## config.mk

```make
export PLATFORM = sky130hd
export DESIGN_NAME = pfc_host
export DESIGN_NICKNAME = d
export VERILOG_FILES = /design/src/design/pfc_pkg.sv /design/src/design/pfc_seq_rom.sv /design/src/design/pfc_host.sv
export VERILOG_INCLUDE_DIRS = /design/src /design/src/design
export SDC_FILE = /design/constraint.sdc
export NUM_CORES = 1
export LEC_CHECK = 0
export BUFFER_PORTS_ARGS = -buffer_cell sky130_fd_sc_hd__buf_2
export CORE_MARGIN = 2
export CORE_UTILIZATION = 45
export DETAILED_ROUTE_END_ITERATION = 16
export PLACE_DENSITY = 0.66
export SYNTH_ARGS = -nofsm -noshare
export SYNTH_HDL_FRONTEND = slang
export SYNTH_HIERARCHICAL = 1
export SYNTH_SLANG_ARGS = --single-unit
```

## constraint.sdc

```tcl
create_clock -name ref_clk -period 4.8 [get_ports ref_clk]
set_input_delay 1.2 -clock ref_clk [delete_from_list [all_inputs] [get_ports ref_clk]]
set_output_delay 1.2 -clock ref_clk [all_outputs]
set_load 0.02 [all_outputs]
```

## src/design/pfc_consts.svh

```systemverilog
// constants for the parallel flash host controller
`ifndef PFC_CONSTS_SVH
`define PFC_CONSTS_SVH
`define PFC_ADDR_UNLOCK1 20'h0_5555
`define PFC_ADDR_UNLOCK2 20'h0_2AAA
`define PFC_DATA_UNLOCK1 8'hAA
`define PFC_DATA_UNLOCK2 8'h55
`define PFC_CMD_RESET    8'hF0
`define PFC_CMD_IDENT    8'h90
`define PFC_CMD_PROGRAM  8'hA0
`define PFC_CMD_ERASE    8'h80
`define PFC_CMD_CHIP     8'h10
`define PFC_CMD_SECTOR   8'h30
`define PFC_CMD_SUSPEND  8'hB0
`define PFC_CMD_RESUME   8'h30
`define PFC_ID_PROTECT   8'h02
`define PFC_POLL_LIMIT   16'hFFFF
// each strobe phase lasts this many clocks (3 x 10 ns)
`define PFC_PHASE_CYC    2'h3
`endif

```

## src/design/pfc_pkg.sv

```systemverilog
// types of the parallel flash host controller
package pfc_pkg;
  typedef enum logic [2:0] {
    PFC_OP_READ    = 3'b000,
    PFC_OP_RESET   = 3'b001,
    PFC_OP_IDENT   = 3'b010,
    PFC_OP_PROGRAM = 3'b011,
    PFC_OP_CHIP    = 3'b100,
    PFC_OP_SECTOR  = 3'b101,
    PFC_OP_SUSPEND = 3'b110,
    PFC_OP_RESUME  = 3'b111
  } pfc_op_t;
  typedef enum logic [2:0] {
    PFC_ST_IDLE  = 3'b000,
    PFC_ST_SETUP = 3'b001,
    PFC_ST_PULSE = 3'b010,
    PFC_ST_HOLD  = 3'b011,
    PFC_ST_POLL  = 3'b100,
    PFC_ST_DONE  = 3'b101
  } pfc_state_t;
endpackage

```

## src/design/pfc_seq_rom.sv

```systemverilog
// command sequence table: address and data of each bus write step
`timescale 1ns/1ps
`include "pfc_consts.svh"
module pfc_seq_rom
  import pfc_pkg::*;
(
  input  wire logic       ref_clk,
  input  wire logic       rst_n,
  input  wire pfc_op_t    op,
  input  wire logic [2:0] step,
  input  wire logic [19:0] user_addr,
  input  wire logic [7:0] user_data,
  output logic [19:0]     seq_addr,
  output logic [7:0]      seq_data,
  output logic [2:0]      seq_len
);
  logic [19:0] addr_next;
  logic [7:0]  data_next;
  logic [2:0]  len_next;
  wire         unlock_a = (step == 3'h0) || (step == 3'h3);
  wire         unlock_b = (step == 3'h1) || (step == 3'h4);

  // table lookup; bits 19..16 of unlock addresses left zero
  always_comb
  begin
    addr_next = `PFC_ADDR_UNLOCK1;
    data_next = `PFC_DATA_UNLOCK1;
    len_next  = 3'h3;
    if (unlock_b)
    begin
      addr_next = `PFC_ADDR_UNLOCK2;
      data_next = `PFC_DATA_UNLOCK2;
    end
    case (op)
      PFC_OP_RESET:   if (step == 3'h2) data_next = `PFC_CMD_RESET;
      PFC_OP_IDENT:   if (step == 3'h2) data_next = `PFC_CMD_IDENT;
      PFC_OP_PROGRAM:
      begin
        len_next = 3'h4;
        if (step == 3'h2) data_next = `PFC_CMD_PROGRAM;
        if (step == 3'h3)
        begin
          addr_next = user_addr;
          data_next = user_data;
        end
      end
      PFC_OP_CHIP, PFC_OP_SECTOR:
      begin
        len_next = 3'h6;
        if (step == 3'h2) data_next = `PFC_CMD_ERASE;
        if (step == 3'h5)
        begin
          addr_next = (op == PFC_OP_CHIP) ? `PFC_ADDR_UNLOCK1 : user_addr;
          data_next = (op == PFC_OP_CHIP) ? `PFC_CMD_CHIP : `PFC_CMD_SECTOR;
        end
      end
      PFC_OP_SUSPEND, PFC_OP_RESUME:
      begin
        len_next  = 3'h1;
        addr_next = user_addr;
        data_next = (op == PFC_OP_SUSPEND) ? `PFC_CMD_SUSPEND : `PFC_CMD_RESUME;
      end
      default:
      begin
        addr_next = user_addr;
        data_next = `PFC_CMD_RESET;
        len_next  = 3'h1;
      end
    endcase
    if (!unlock_a && !unlock_b && op == PFC_OP_READ) addr_next = user_addr;
  end

  // registered table output
  always_ff @(posedge ref_clk or negedge rst_n)
  begin
    if (!rst_n)
    begin
      seq_addr <= 20'h0_0000;
      seq_data <= 8'h00;
      seq_len  <= 3'h1;
    end
    else
    begin
      seq_addr <= addr_next;
      seq_data <= data_next;
      seq_len  <= len_next;
    end
  end
endmodule

```

## src/design/pfc_host.sv

```systemverilog
// host controller driving a byte-wide parallel flash through its pins
`timescale 1ns/1ps
`include "pfc_consts.svh"
module pfc_host
  import pfc_pkg::*;
(
  input  wire logic        ref_clk,
  input  wire logic        rst_n,
  input  wire logic        cmd_valid,
  output logic             cmd_ready,
  input  wire pfc_op_t     cmd_op,
  input  wire logic [19:0] cmd_addr,
  input  wire logic [7:0]  cmd_data,
  output logic             rsp_valid,
  output logic [7:0]       rsp_data,
  output logic             rsp_error,
  input  wire logic        flash_reset_req,
  output logic [19:0]      flash_addr,
  output logic [7:0]       flash_dq_out,
  output logic             flash_dq_oe_n,
  input  wire logic [7:0]  flash_dq_in,
  output logic             chip_select_n,
  output logic             write_strobe_n,
  output logic             output_gate_n,
  output logic             flash_reset_n
);
  logic        rst_s1_reg;
  logic        rst_s2_reg;
  wire         rst_int_n = rst_s2_reg;
  pfc_state_t  state_reg;
  pfc_state_t  state_next;
  pfc_op_t     op_reg;
  logic [19:0] addr_reg;
  logic [7:0]  data_reg;
  logic [2:0]  step_reg;
  logic [1:0]  phase_reg;
  logic [15:0] poll_reg;
  logic [7:0]  rsp_data_reg;
  logic        rsp_valid_reg;
  logic        rsp_error_reg;
  logic [19:0] seq_addr;
  logic [7:0]  seq_data;
  logic [2:0]  seq_len;

  ////////////////////////////////////////////////////////////////////////
  // reset release through two flip-flops
  always_ff @(posedge ref_clk or negedge rst_n)
  begin
    if (!rst_n)
    begin
      rst_s1_reg <= 1'b0;
      rst_s2_reg <= 1'b0;
    end
    else
    begin
      rst_s1_reg <= 1'b1;
      rst_s2_reg <= rst_s1_reg;
    end
  end

  pfc_seq_rom u_rom (
    .ref_clk   (ref_clk),
    .rst_n     (rst_int_n),
    .op        (op_reg),
    .step      (step_reg),
    .user_addr (addr_reg),
    .user_data (data_reg),
    .seq_addr  (seq_addr),
    .seq_data  (seq_data),
    .seq_len   (seq_len)
  );

  ////////////////////////////////////////////////////////////////////////
  // decode
  wire is_read    = (op_reg == PFC_OP_READ);
  wire is_write   = !is_read;
  wire phase_end  = (phase_reg == `PFC_PHASE_CYC - 2'h1);
  wire last_step  = (step_reg == seq_len - 3'h1);
  wire needs_poll = (op_reg == PFC_OP_PROGRAM) || (op_reg == PFC_OP_CHIP)
                    || (op_reg == PFC_OP_SECTOR);
  // program done when bit7 equals written bit; erase done when bit7 is one
  wire poll_bit   = (op_reg == PFC_OP_PROGRAM) ? data_reg[7] : 1'b1;
  wire poll_match = (flash_dq_in[7] == poll_bit);
  wire poll_fail  = flash_dq_in[5] && !poll_match; // time-limit flag
  wire poll_out   = (poll_reg == `PFC_POLL_LIMIT);
  // protected target: caller's business, reported as error; a reset abort gives no response

  assign cmd_ready     = (state_reg == PFC_ST_IDLE) && rst_int_n;
  assign rsp_valid     = rsp_valid_reg;
  assign rsp_data      = rsp_data_reg;
  assign rsp_error     = rsp_error_reg;
  // pin low forces the device back to array read
  assign flash_reset_n = rst_int_n && !flash_reset_req;
  // one strobe pulse in the middle phase; oe stays high on writes
  assign chip_select_n  = !((state_reg == PFC_ST_SETUP) || (state_reg == PFC_ST_PULSE)
                            || (state_reg == PFC_ST_HOLD) || (state_reg == PFC_ST_POLL));
  assign write_strobe_n = !(is_write && state_reg == PFC_ST_PULSE);
  assign output_gate_n  = !((is_read && state_reg == PFC_ST_PULSE)
                            || state_reg == PFC_ST_POLL);
  assign flash_dq_oe_n  = !(is_write && state_reg != PFC_ST_IDLE
                            && state_reg != PFC_ST_POLL && state_reg != PFC_ST_DONE);
  assign flash_addr     = (state_reg == PFC_ST_POLL) ? addr_reg : seq_addr;
  assign flash_dq_out   = seq_data;

  ////////////////////////////////////////////////////////////////////////
  // sequencer: each bus cycle is setup, pulse, hold of PHASE_CYC clocks
  always_comb
  begin
    state_next = state_reg;
    case (state_reg)
      PFC_ST_IDLE:  if (cmd_valid) state_next = PFC_ST_SETUP;
      PFC_ST_SETUP: if (phase_end) state_next = PFC_ST_PULSE;
      PFC_ST_PULSE: if (phase_end) state_next = PFC_ST_HOLD;
      PFC_ST_HOLD:
        if (phase_end)
        begin
          if (!last_step) state_next = PFC_ST_SETUP;
          else if (needs_poll) state_next = PFC_ST_POLL; // no writes while busy
          else state_next = PFC_ST_DONE;
        end
      PFC_ST_POLL:
        if (phase_end && (poll_match || poll_fail || poll_out)) state_next = PFC_ST_DONE;
      PFC_ST_DONE:  state_next = PFC_ST_IDLE;
      default:      state_next = PFC_ST_IDLE;
    endcase
    if (flash_reset_req) state_next = PFC_ST_IDLE; // abort; target undefined
  end

  // state, step and phase counters
  always_ff @(posedge ref_clk or negedge rst_int_n)
  begin
    if (!rst_int_n)
    begin
      state_reg <= PFC_ST_IDLE;
      phase_reg <= 2'h0;
      step_reg  <= 3'h0;
    end
    else
    begin
      state_reg <= state_next;
      phase_reg <= (state_next != state_reg || phase_end) ? 2'h0 : phase_reg + 2'h1;
      if (state_reg == PFC_ST_IDLE) step_reg <= 3'h0;
      else if (state_reg == PFC_ST_HOLD && phase_end && !last_step)
        step_reg <= step_reg + 3'h1;
    end
  end

  // command capture; any address order is accepted
  always_ff @(posedge ref_clk or negedge rst_int_n)
  begin
    if (!rst_int_n)
    begin
      op_reg   <= PFC_OP_READ;
      addr_reg <= 20'h0_0000;
      data_reg <= 8'h00;
    end
    else if (cmd_ready && cmd_valid)
    begin
      op_reg   <= cmd_op;
      addr_reg <= cmd_addr;
      data_reg <= cmd_data;
    end
  end

  // poll counter and response
  always_ff @(posedge ref_clk or negedge rst_int_n)
  begin
    if (!rst_int_n)
    begin
      poll_reg      <= 16'h0000;
      rsp_valid_reg <= 1'b0;
      rsp_error_reg <= 1'b0;
      rsp_data_reg  <= 8'h00;
    end
    else
    begin
      rsp_valid_reg <= (state_reg == PFC_ST_DONE);
      if (state_reg != PFC_ST_POLL) poll_reg <= 16'h0000;
      else if (phase_end && poll_reg != `PFC_POLL_LIMIT) poll_reg <= poll_reg + 16'h0001;
      if (is_read && state_reg == PFC_ST_PULSE && phase_end) rsp_data_reg <= flash_dq_in;
      if (state_reg == PFC_ST_POLL && phase_end)
      begin
        rsp_data_reg  <= flash_dq_in;
        rsp_error_reg <= !poll_match;
      end
      else if (state_reg == PFC_ST_IDLE) rsp_error_reg <= 1'b0;
    end
  end

  ////////////////////////////////////////////////////////////////////////
  // checks
  property p_we_oe_exclusive;
    @(posedge ref_clk) disable iff (!rst_int_n)
    !write_strobe_n |-> (!chip_select_n && output_gate_n);
  endproperty
  a_we_oe_exclusive: assert property (p_we_oe_exclusive)
    else $error("write strobe without select or with gate low");

  // an abort by the reset request may cut the pulse short
  property p_we_width;
    @(posedge ref_clk) disable iff (!rst_int_n || flash_reset_req)
    $fell(write_strobe_n) |-> (!write_strobe_n)[*3] ##1 write_strobe_n;
  endproperty
  a_we_width: assert property (p_we_width)
    else $error("write pulse not three clocks");

  property p_data_stable;
    @(posedge ref_clk) disable iff (!rst_int_n)
    !write_strobe_n |=> $stable(flash_dq_out) || write_strobe_n;
  endproperty
  a_data_stable: assert property (p_data_stable)
    else $error("data moved during write pulse");

  property p_unlock_first;
    @(posedge ref_clk) disable iff (!rst_int_n)
    ($fell(write_strobe_n) && step_reg == 3'h0 && seq_len != 3'h1)
      |-> (flash_dq_out == `PFC_DATA_UNLOCK1 && flash_addr == `PFC_ADDR_UNLOCK1);
  endproperty
  a_unlock_first: assert property (p_unlock_first)
    else $error("first write is not unlock");

  property p_no_write_poll;
    @(posedge ref_clk) disable iff (!rst_int_n)
    (state_reg == PFC_ST_POLL) |-> write_strobe_n;
  endproperty
  a_no_write_poll: assert property (p_no_write_poll)
    else $error("write while device busy");

  property p_reset_pin;
    @(posedge ref_clk) disable iff (!rst_int_n)
    flash_reset_req |-> !flash_reset_n ##1 (state_reg == PFC_ST_IDLE);
  endproperty
  a_reset_pin: assert property (p_reset_pin)
    else $error("reset request not honoured");

  property p_erase_len;
    @(posedge ref_clk) disable iff (!rst_int_n)
    (state_reg == PFC_ST_SETUP && (op_reg == PFC_OP_CHIP || op_reg == PFC_OP_SECTOR)
      && step_reg != 3'h0) |-> seq_len == 3'h6;
  endproperty
  a_erase_len: assert property (p_erase_len)
    else $error("erase sequence length wrong");

  property p_done_rsp;
    @(posedge ref_clk) disable iff (!rst_int_n)
    (state_reg == PFC_ST_DONE) |=> rsp_valid ##1 !rsp_valid;
  endproperty
  a_done_rsp: assert property (p_done_rsp)
    else $error("response not a one clock pulse");

  c_program: cover property (@(posedge ref_clk) disable iff (!rst_int_n)
    op_reg == PFC_OP_PROGRAM && state_reg == PFC_ST_DONE);
  c_erase: cover property (@(posedge ref_clk) disable iff (!rst_int_n)
    op_reg == PFC_OP_SECTOR && state_reg == PFC_ST_DONE);
  c_read: cover property (@(posedge ref_clk) disable iff (!rst_int_n)
    is_read && rsp_valid);
endmodule

```

* After elaboration in Yosys (flattened, before gate mapping)
Index checks and enable logic that the tools add are counted.
Operators by class: add/sub/neg operators 4, eq/ne operators 25, muxes and demuxes 37, reductions and logical operators 49
Operator list (count):
- $mux W20 | 5
- $mux W8 | 10
- $pmux W20 S3 | 1
- $pmux W8 S5 | 1
- $mux W16 | 2
- $mux W3 | 9
- $eq A3 B3 Y1 const B | 8
- $eq A3 B2 Y1 const B | 6
- $logic_and A1 B1 Y1 | 17
- $add A16 B1 Y16 const B | 1
- $eq A16 B16 Y1 const B | 1
- $ne A16 B16 Y1 const B | 1
- $mux W15 | 1
- $pmux W3 S5 | 1
- $logic_or A1 B1 Y1 | 11
- $logic_not A1 Y1 | 10
- $eq A3 B1 Y1 const B | 3
- $logic_not A3 Y1 | 3
- $pmux W3 S3 | 1
- $reduce_bool A2 Y1 | 4
- $mux W6 | 1
- $ne A3 B3 Y1 const B | 2
- $reduce_or A2 Y1 | 3
- $mux W1 | 4
- 9 further kinds | 9
Word-level totals: register bits after elaboration 98, input port bits 43, output and inout bits 44

* Logic depth before layout (Yosys ltp)
Gate-level depths: netlist of run 1.
depth after elaboration 14, mapped depth 7, mapped depth without buffers 7

* Hierarchy
Netlist of run 1, hierarchy kept.
By module, submodules not included:
- pfc_host | instances 1, cells each 324, area each 3402.0 um2
- pfc_seq_rom | instances 1, cells each 160, area each 1626.6 um2

* Worst setup path after synthesis of run 1
No wires, ideal clock.
kind register to output, from register rst_s2_reg (netlist: rst_int_n), to output port cmd_ready, arrival time 2963 ps, data required time 3600 ps, slack 637 ps, cell stages (with the launch flop) 2, buffers on the path 0, cells stage by stage dfrtp_1 and2_2
On the way: longest elaborated chain between the ends 1
RTL lines:
- start: declaration | RTL line pfc_host.sv:28 | logic rst_s2_reg;
- start signal: assignment | RTL line pfc_host.sv:57 | rst_s2_reg <= rst_s1_reg;
- $logic_and A1 B1 Y1 | RTL line pfc_host.sv:88 | assign cmd_ready = (state_reg == PFC_ST_IDLE) && rst_int_n;
- end: declaration | RTL line pfc_host.sv:10 | output logic cmd_ready,
Every way passes these cells.

* Worst setup path in the final report of run 1
from register state_reg[0], to output port flash_addr[11]
On the way: longest elaborated chain between the ends 2
RTL lines:
- start: declaration | RTL line pfc_host.sv:30 | pfc_state_t state_reg;
- start signal: assignment | RTL line pfc_host.sv:140 | state_reg <= state_next;
- $eq A3 B3 Y1 | RTL line pfc_host.sv:102 | assign flash_addr = (state_reg == PFC_ST_POLL) ? addr_reg : seq_addr;
- $mux W20 | RTL line pfc_host.sv:102
- end: declaration | RTL line pfc_host.sv:18 | output logic [19:0] flash_addr,
Every way passes these cells.

==> impl_metrics.toml, run 1 <==
[logic_synthesis]
yosysMostFrequentCell = "dfrtp_1"
seq_area_frac_synth_pct = 48.8
synth-edff-count = 0
synth_flop_cell = "dfrtp_1"
yosys.cell_types.count = 71
synthArstFlopShare_pct = 100
synth_common_cells = "97 x dfrtp_1, 79 x nand2_1, 38 x mux2_2"
synth.top_cell.area_share_pct = 48.3
syn_inst = 484
avgSynthCellArea_um2 = 10.4
synth_area_leaders = "dfrtp_1 48%, mux2_2 8.5%, nand2_1 5.9%"
synth-seq-cells = 98
syn_nets = 531
synth_area_mm2 = 0.00503
ys_warn_count = 6
yosys.area.top_type = "dfrtp_1"

[floorplanning]
dieHeight_um = 110
io_pins = 87
dieArea_mm2 = 0.0120
die_x_um = 110
core_area_mm2 = 0.0109
start_util_pct = 46.2
fp-row-count = 38

[final_layout]
fill_cells = 995
final_nets = 601
insertedDiodeCount = 0
drive_gt1_share_pct = 28.8
finalNonFillerCells = 699
synthToLayoutAreaGrowth_pct = 12.3

[routing]
wire_per_inst_um = 15.7
drc = 0
drt-initial-drc-count = 264
via_per_inst = 5.43
dr.pass1.iters = 4
vias = 3793
drt-total-wl_mm = 11.0
final_antenna_net_count = 0

[min_path]
hp-class = "reg2async"

[clocking]
post_cts_resized = 0
post_cts_buffers = 0
insertion_delay_ns = 0.36
cts_made_buffers = 9
holdBufCountCts = 0
h-tree-depth = 3
clk_pin_slew_worst_paths_ns = 0.09
cts_root_buf = "clkbuf_8"
cts_buffer_depth = 2
clock-sinks = 98
cts_tree = "yes"

[grt]
grt_max_degree = 82
antenna_found_initial = 0
grt_pass1_wl_mm = 17.6
grt_usage_pct = 19.2
globalRouteOverflowTotal = 0
grt_pass1_vias = 3530

[place]
port_buffers = 86
post-dp-hpwl_mm = 7.30
place_inst = 683
gp_congestion = 0.846

[setup_path]
cp-start-kind = "register"
worstPathMaxFanout = 24
crit_required_ns = 3.60
critPathCaptureType = "primary output"
crit_type = "reg2out"
arrival_ns = 2.33

[outcome]
status = "finished, final reports clean"

[power_and_ir_drop]
ir_drop_v = 0.000256
p_leak_nw = 2.67
powerDensity_mw_per_mm2 = 444

[timing]
rsz0062_at_grt = "false"
maxSlewViolCount = 0
setup_viol = 0
relSlewSlack_pct = 16.1
fmax_mhz = 283
setup_tns_ns = 0
fin_crit_ns = 3.53
fin_skew_ns = 0.00873
finalHoldViolations = 0
worst_slew_pin_slew_ns = 1.25
fin_crit_sh_pct = 73.5

[flow_run]
drv_cap = 0
[metrics by stage]
| stage | worst slack [ns] | util, % | hold slack [ns] | instance area (µm²) | total power [W] |
|---|---|---|---|---|---|
| floorplan | 0.637 | - | 0.331 | 5030 | 0.00180 |
| global route | 1.10 | 51.9 | 0.215 | 5650 | 0.00267 |
| global placement | 1.74 | 50.3 | 0.186 | 5470 | 0.00201 |
| finish | 1.27 | 51.9 | 0.189 | 5650 | 0.00251 |
| CTS | 1.24 | 51.9 | 0.205 | 5650 | 0.00253 |
| detailed placement | 1.67 | 50.3 | 0.197 | 5470 | 0.00204 |
[cells in the final DEF, fill, tap and decap left out, types with 7 or more instances in the layout]
master	instances
inv_1	14
clkbuf_8	10
a21oi_1	13
a22oi_1	7
mux2_2	38
dfrtp_1	96
nand3_1	8
or3_1	9
nand2_1	79
buf_2	86
xnor2_1	8
o21ai_0	12
o41ai_1	8
o21ai_1	10
nor3_1	13
nor2_1	22
xor2_1	8
[worst paths after layout]
kind	startpoint	end	slack [ns]	depth (start not counted)
hold reg to reg	rst_int_n	rsp_data[2]	0.19	0
setup / recovery	state_reg[0]	flash_addr[11]	1.27	5
hold / removal	rst_int_n	rsp_data[2]	0.19	0
min in group ref_clk	rst_s1_reg	rst_int_n	0.37	0
max in group asynchronous	rst_int_n	data_reg[1]	3.33	1
setup reg to reg	step_reg[1]	phase_reg[0]	2.36	5
[kinds of logic after synthesis]
| logic type | count (synthesis) | share of synthesized area, % |
|---|---|---|
| AOI/OAI and AO/OA | 84 | 11.6 |
| xor gates and xnor gates | 18 | 3.58 |
| adders and majority gates | 4 | 0.995 |
| buffers and inverters | 44 | 4.85 |
| DFF | 98 | 48.8 |
| muxes | 45 | 10.3 |
| other | 1 | 0.0746 |
| and+or+nand+nor | 190 | 19.8 |
[critical path, stage by stage, from the launching register on]
cell	delay, ns
dfrtp_1	0.62
or3b_1	0.71
buf_4	0.32
nand2_1	0.08
nand2_1	0.07
buf_2	0.16
[cell type report]
| type | instances | area [µm²] | area share, % |
|---|---|---|---|
| Clock inverter | 4 | 28.8 | 0.510 |
| Multi-Input combinational cell | 342 | 2340 | 41.4 |
| Sequential cell | 98 | 2460 | 43.5 |
| Timing Repair Buffer | 89 | 453 | 8.02 |
| Clock buffer | 12 | 145 | 2.57 |
| Inverter | 14 | 52.6 | 0.930 |
| Tap cell | 140 | 175 | 3.10 |
[where the power goes]
part | leakage, nW | internal (W) | switching [W]
logic | 1.36 | 0.000363 | 0.000470
registers | 1.22 | 0.00103 | 0.000158
clock network | 0.0826 | 0.000203 | 0.000279
[layer usage]
metal,GRT usage (%),routed length [µm]
met2,27.4,5060
met1,28.5,5160
met5,0,0
met4,7.87,159
met3,3.73,619
(Power assumes the default switching activity.)
==> run 2, diff against run 1 <==
Clock period 4.8 ns to 3.3 ns, I/O delays scaled along.
==> impl_metrics.toml, run 2 (same netlist as run 1, synthesis figures left out) <==
[place]
place_inst = 688
post-dp-hpwl_mm = 7.34
port_buffers = 86
placed_area_mm2 = 0.00551
gp_congestion = 0.755

[timing]
holdWs_ns = 0.176
setup_tns_ns = 0
finalHoldViolations = 0
worst_slew_pin_slew_ns = 1.04
setup_viol = 0
rsz0062_at_grt = "false"
fmax_mhz = 328
maxSlewViolCount = 0
fin_crit_sh_pct = 92.3
relSlewSlack_pct = 30.9
fin_crit_ns = 3.05
fin_skew_ns = 0.00713

[power_and_ir_drop]
p_seq_share_pct = 44.6
swShare_pct = 36.1
power.internal_w = 0.00239
power_frac_comb_pct = 34.7
clockPowerShare_pct = 20.7
p_sw_w = 0.00135
p_leak_nw = 2.71
powerDensity_mw_per_mm2 = 656
ir_drop_v = 0.000320

[grt]
antenna_found_initial = 0
grt_pass1_wl_mm = 18.3
grt_pass1_vias = 3716
grt_usage_pct = 19.7
grt_max_degree = 84
globalRouteOverflowTotal = 0

[routing]
wire_per_inst_um = 15.4
final_antenna_net_count = 0
drt-initial-drc-count = 199
drc = 0
dr.pass1.iters = 4
drt-total-wl_mm = 10.9
via_per_inst = 5.43
vias = 3825

[final_layout]
finalNonFillerCells = 704
final_nets = 606
synthToLayoutAreaGrowth_pct = 13.6
multi_input_area_mm2 = 0.00234
fill_cells = 986
insertedDiodeCount = 0
mostFrequentLayoutCells = "96 x dfrtp_1, 86 x buf_2, 79 x nand2_1, 38 x mux2_2, 22 x nor2_1"
final_common_cell = "dfrtp_1"
final_area_mm2 = 0.00571
seq_area_mm2 = 0.00246
drive_gt1_share_pct = 29.8
final_core_util_pct = 52.4

[setup_path]
worstPathMaxFanout = 27
arrival_ns = 2.22
cpLargestDelayFamily = "simple AND/OR/NAND/NOR gates"
crit_buf_inv = 1
crit_required_ns = 2.47
slowest_delay_ns = 0.80
crit_type = "reg2out"
path_cells = "or3b_1 > nand2_1 > nand2_1 > buf_2"
cp_slowest_cell = "or3b_1"
crit_path_frequent_cell = "nand2_1"
cp-start-kind = "register"
critPathCaptureType = "primary output"

[clocking]
clk_pin_slew_worst_paths_ns = 0.10
cts_root_buf = "clkbuf_8"
insertion_delay_ns = 0.37
holdBufCountCts = 0
post_cts_resized = 0
h-tree-depth = 3
clock-sinks = 98
cts_made_buffers = 9
post_cts_buffers = 0
cts_tree = "yes"
cts_buffer_depth = 2

[floorplanning]
dieHeight_um = 110
start_util_pct = 46.2
io_pins = 87
core_area_mm2 = 0.0109
dieArea_mm2 = 0.0120
fp-row-count = 38
die_x_um = 110

[flow_run]
drv_cap = 0

[min_path]
hp-class = "reg2async"

[outcome]
status = "finished, final reports clean"
run 2: cell types whose count changed in the layout (fill, tap and decap cells not counted), sizes merged:
cell,delta
buf,+5
clkinvlp,-1
inv,+1
run 2: stage by stage:
step	worst slack [ns]	power, W
floorplan	0.568	0.00261
global placement	0.722	0.00295
detailed placement	0.667	0.00300
CTS	0.219	0.00378
global route	0.0287	0.00399
finish	0.254	0.00374
run 2: routing by layer:
layer | vias up | global-route usage (%) | wire [µm]
li1 | 1862 | - | -
met1 | 1842 | 28.4 | 5140
met2 | 107 | 29.8 | 4950
met3 | 14 | 2.79 | 566
met4 | 0 | 8.41 | 215
met5 | - | 0 | 0
run 2: area by class of cell:
class,count,area share [%]
multi-input combinational,342,40.9
inverter,14,0.920
clock buffer,12,2.89
timing repair buffer,94,8.59
sequential,98,43.0
tap,140,3.07
clock inverter,4,0.592
run 2: worst paths after layout:
check                                  start           endpoint  slack, ns  cells past startpoint
worst max-delay path            state_reg[0]     flash_addr[12]       0.25                      4
max in group asynchronous          rst_int_n  u_rom/seq_addr[0]       1.84                      1
min in group ref_clk              rst_s1_reg          rst_int_n       0.36                      0
worst min register to register     rst_int_n          rsp_valid       0.18                      0
worst max register to register   step_reg[2]       phase_reg[0]       0.93                      5
worst min-delay path               rst_int_n          rsp_valid       0.18                      0
run 2: worst reg2reg max path: stages (launching register included):
cell and delay, ns:
dfrtp_1 0.81, xor3_1 0.48, nor3_1 0.24, a311o_1 0.22, and3_4 0.21, mux2_4 0.30
run 2: power by group through the flow:
stage                     Clock [W]  Combinational [W]  Sequential, W
after detailed placement          0            0.00131        0.00169
after global routing       0.000844            0.00143        0.00171
after global placement            0            0.00126        0.00169
final                      0.000774            0.00130        0.00167
after CTS                  0.000796            0.00131        0.00167
after floorplan                   0           0.000904        0.00171
==> run 3, diff against run 2 <==
Settings changed: CORE_MARGIN 2 to unset.
==> impl_metrics.toml, run 3 (same netlist as run 1, synthesis figures left out) <==
[outcome]
status = "finished, final reports clean"

[floorplanning]
dieArea_mm2 = 0.0116
io_pins = 87
fp-row-count = 38
start_util_pct = 46.4
die_x_um = 108
core_area_mm2 = 0.0108
dieHeight_um = 108

[timing]
rsz0062_at_grt = "false"
finalHoldViolations = 0
fin_ws_ns = 0.353
setup_viol = 0
fin_crit_ns = 2.95
setup_tns_ns = 0
fmax_mhz = 339
fin_crit_sh_pct = 89.3
fin_skew_ns = 0.0150
relSlewSlack_pct = 37.8
worst_slew_pin_slew_ns = 0.933
maxSlewViolCount = 0

[grt]
grt_usage_pct = 19.9
globalRouteOverflowTotal = 0
grt_pass1_wl_mm = 17.9
grt_pass1_vias = 3574
grt_max_degree = 76
antenna_found_initial = 0

[routing]
wire_per_inst_um = 15.2
via_per_inst = 5.44
drt-total-wl_mm = 10.7
vias = 3838
drt-initial-drc-count = 284
dr.pass1.iters = 4
final_antenna_net_count = 0
drc = 0

[final_layout]
mostFrequentLayoutCells = "96 x dfrtp_1, 86 x buf_2, 79 x nand2_1, 38 x mux2_2, 22 x nor2_1"
synthToLayoutAreaGrowth_pct = 13.8
final_nets = 608
final_core_util_pct = 52.8
insertedDiodeCount = 0
final_common_cell = "dfrtp_1"
drive_gt1_share_pct = 30.0
finalNonFillerCells = 706
fill_cells = 1013

[setup_path]
cp.depth = 4
crit_path_frequent_cell = "nand2_1"
slowest_delay_ns = 0.79
timing.rr.end = "phase_reg[0]"
worstPathMaxFanout = 28
cpLargestDelayFamily = "simple AND/OR/NAND/NOR gates"
crit_buf_inv = 1
cp_slowest_cell = "or3b_2"
rr_startpoint = "step_reg[2]"
rr_worst_depth = 5
critPathCaptureType = "primary output"
crit_type = "reg2out"
arrival_ns = 2.12
cp-start-kind = "register"
r2r_slack_ns = 1.00
path_cells = "or3b_2 > nand2_1 > nand2_1 > buf_2"
crit_required_ns = 2.47

[place]
place_inst = 690
post-dp-hpwl_mm = 7.15
port_buffers = 86
gp_congestion = 0.815
place_ws_ns = 0.598

[clocking]
clk_pin_slew_worst_paths_ns = 0.09
clock-sinks = 98
cts_root_buf = "clkbuf_8"
cts_made_buffers = 9
cts_tree = "yes"
h-tree-depth = 3
cts_buffer_depth = 2
insertion_delay_ns = 0.37

[power_and_ir_drop]
ir_drop_v = 0.000285
powerDensity_mw_per_mm2 = 654
p_leak_nw = 2.71

[min_path]
hp-class = "reg2async"

[flow_run]
drv_cap = 0
run 3: cell types whose count changed in the layout (fill, tap and decap cells not counted), moves of 2 or more:
cell / before / now
buf_4: 8 / 10
clkbuf_8: 12 / 9
clkinvlp_4: 1 / 3
clkinv_4: 2 / 0
run 3: what timing repair did:
| action | CTS | global route |
|---|---|---|
| resized for setup | 0 | 1 |
| endpoints found under the setup margin | 0 | 1 |
| setup buffers | 0 | 0 |
| hold buffers | 0 | 0 |
run 3: where the power goes:
part           switching (W)  total (W)  leakage (nW)  internal (W)
clock               0.000423   0.000775        0.0889      0.000352
combinational       0.000740    0.00129          1.40      0.000553
sequential          0.000172    0.00167          1.22       0.00150
run 3: area by class of cell:
class	count	area [µm²]	share of cell area, %
Tap cell	140	175	3.06
Sequential cell	98	2460	43.0
Multi-Input combinational cell	342	2340	40.8
Timing Repair Buffer	96	505	8.84
Clock buffer	10	128	2.23
Inverter	14	52.6	0.919
Clock inverter	6	66.3	1.16
run 3: through the flow:
step | power (W) | hold slack, ns | cell area [µm²]
after detailed placement | 0.00299 | 0.228 | 5530
after global routing | 0.00399 | 0.210 | 5720
after floorplan | 0.00261 | 0.331 | 5030
after global placement | 0.00296 | 0.222 | 5530
after CTS | 0.00378 | 0.209 | 5720
final | 0.00374 | 0.215 | 5720
run 3: how the worst max path moves through the flow:
stage,startpoint,end,slack (ns)
after detailed placement,state_reg[0],flash_addr[12],0.60
after floorplan,rst_int_n,cmd_ready,0.57
after global routing,state_reg[0],flash_addr[6],0.22
after CTS,state_reg[0],flash_addr[12],0.17
after global placement,state_reg[0],flash_addr[19],0.67
final,state_reg[0],flash_addr[3],0.35
run 3: worst register-to-register path, stage by stage, from the launching register on:
cell	delay, ns
dfrtp_1	0.79
xor3_1	0.46
nor3_1	0.22
a311o_1	0.22
and3_4	0.21
mux2_4	0.29
run 3: metal layers:
layer	vias to the layer above	share of wire, %	global-route usage (%)
li1	1860	-	-
met1	1880	50	28.9
met2	86	45	29.5
met3	12	4.2	3.45
met4	0	1.1	7.93
met5	-	0	0
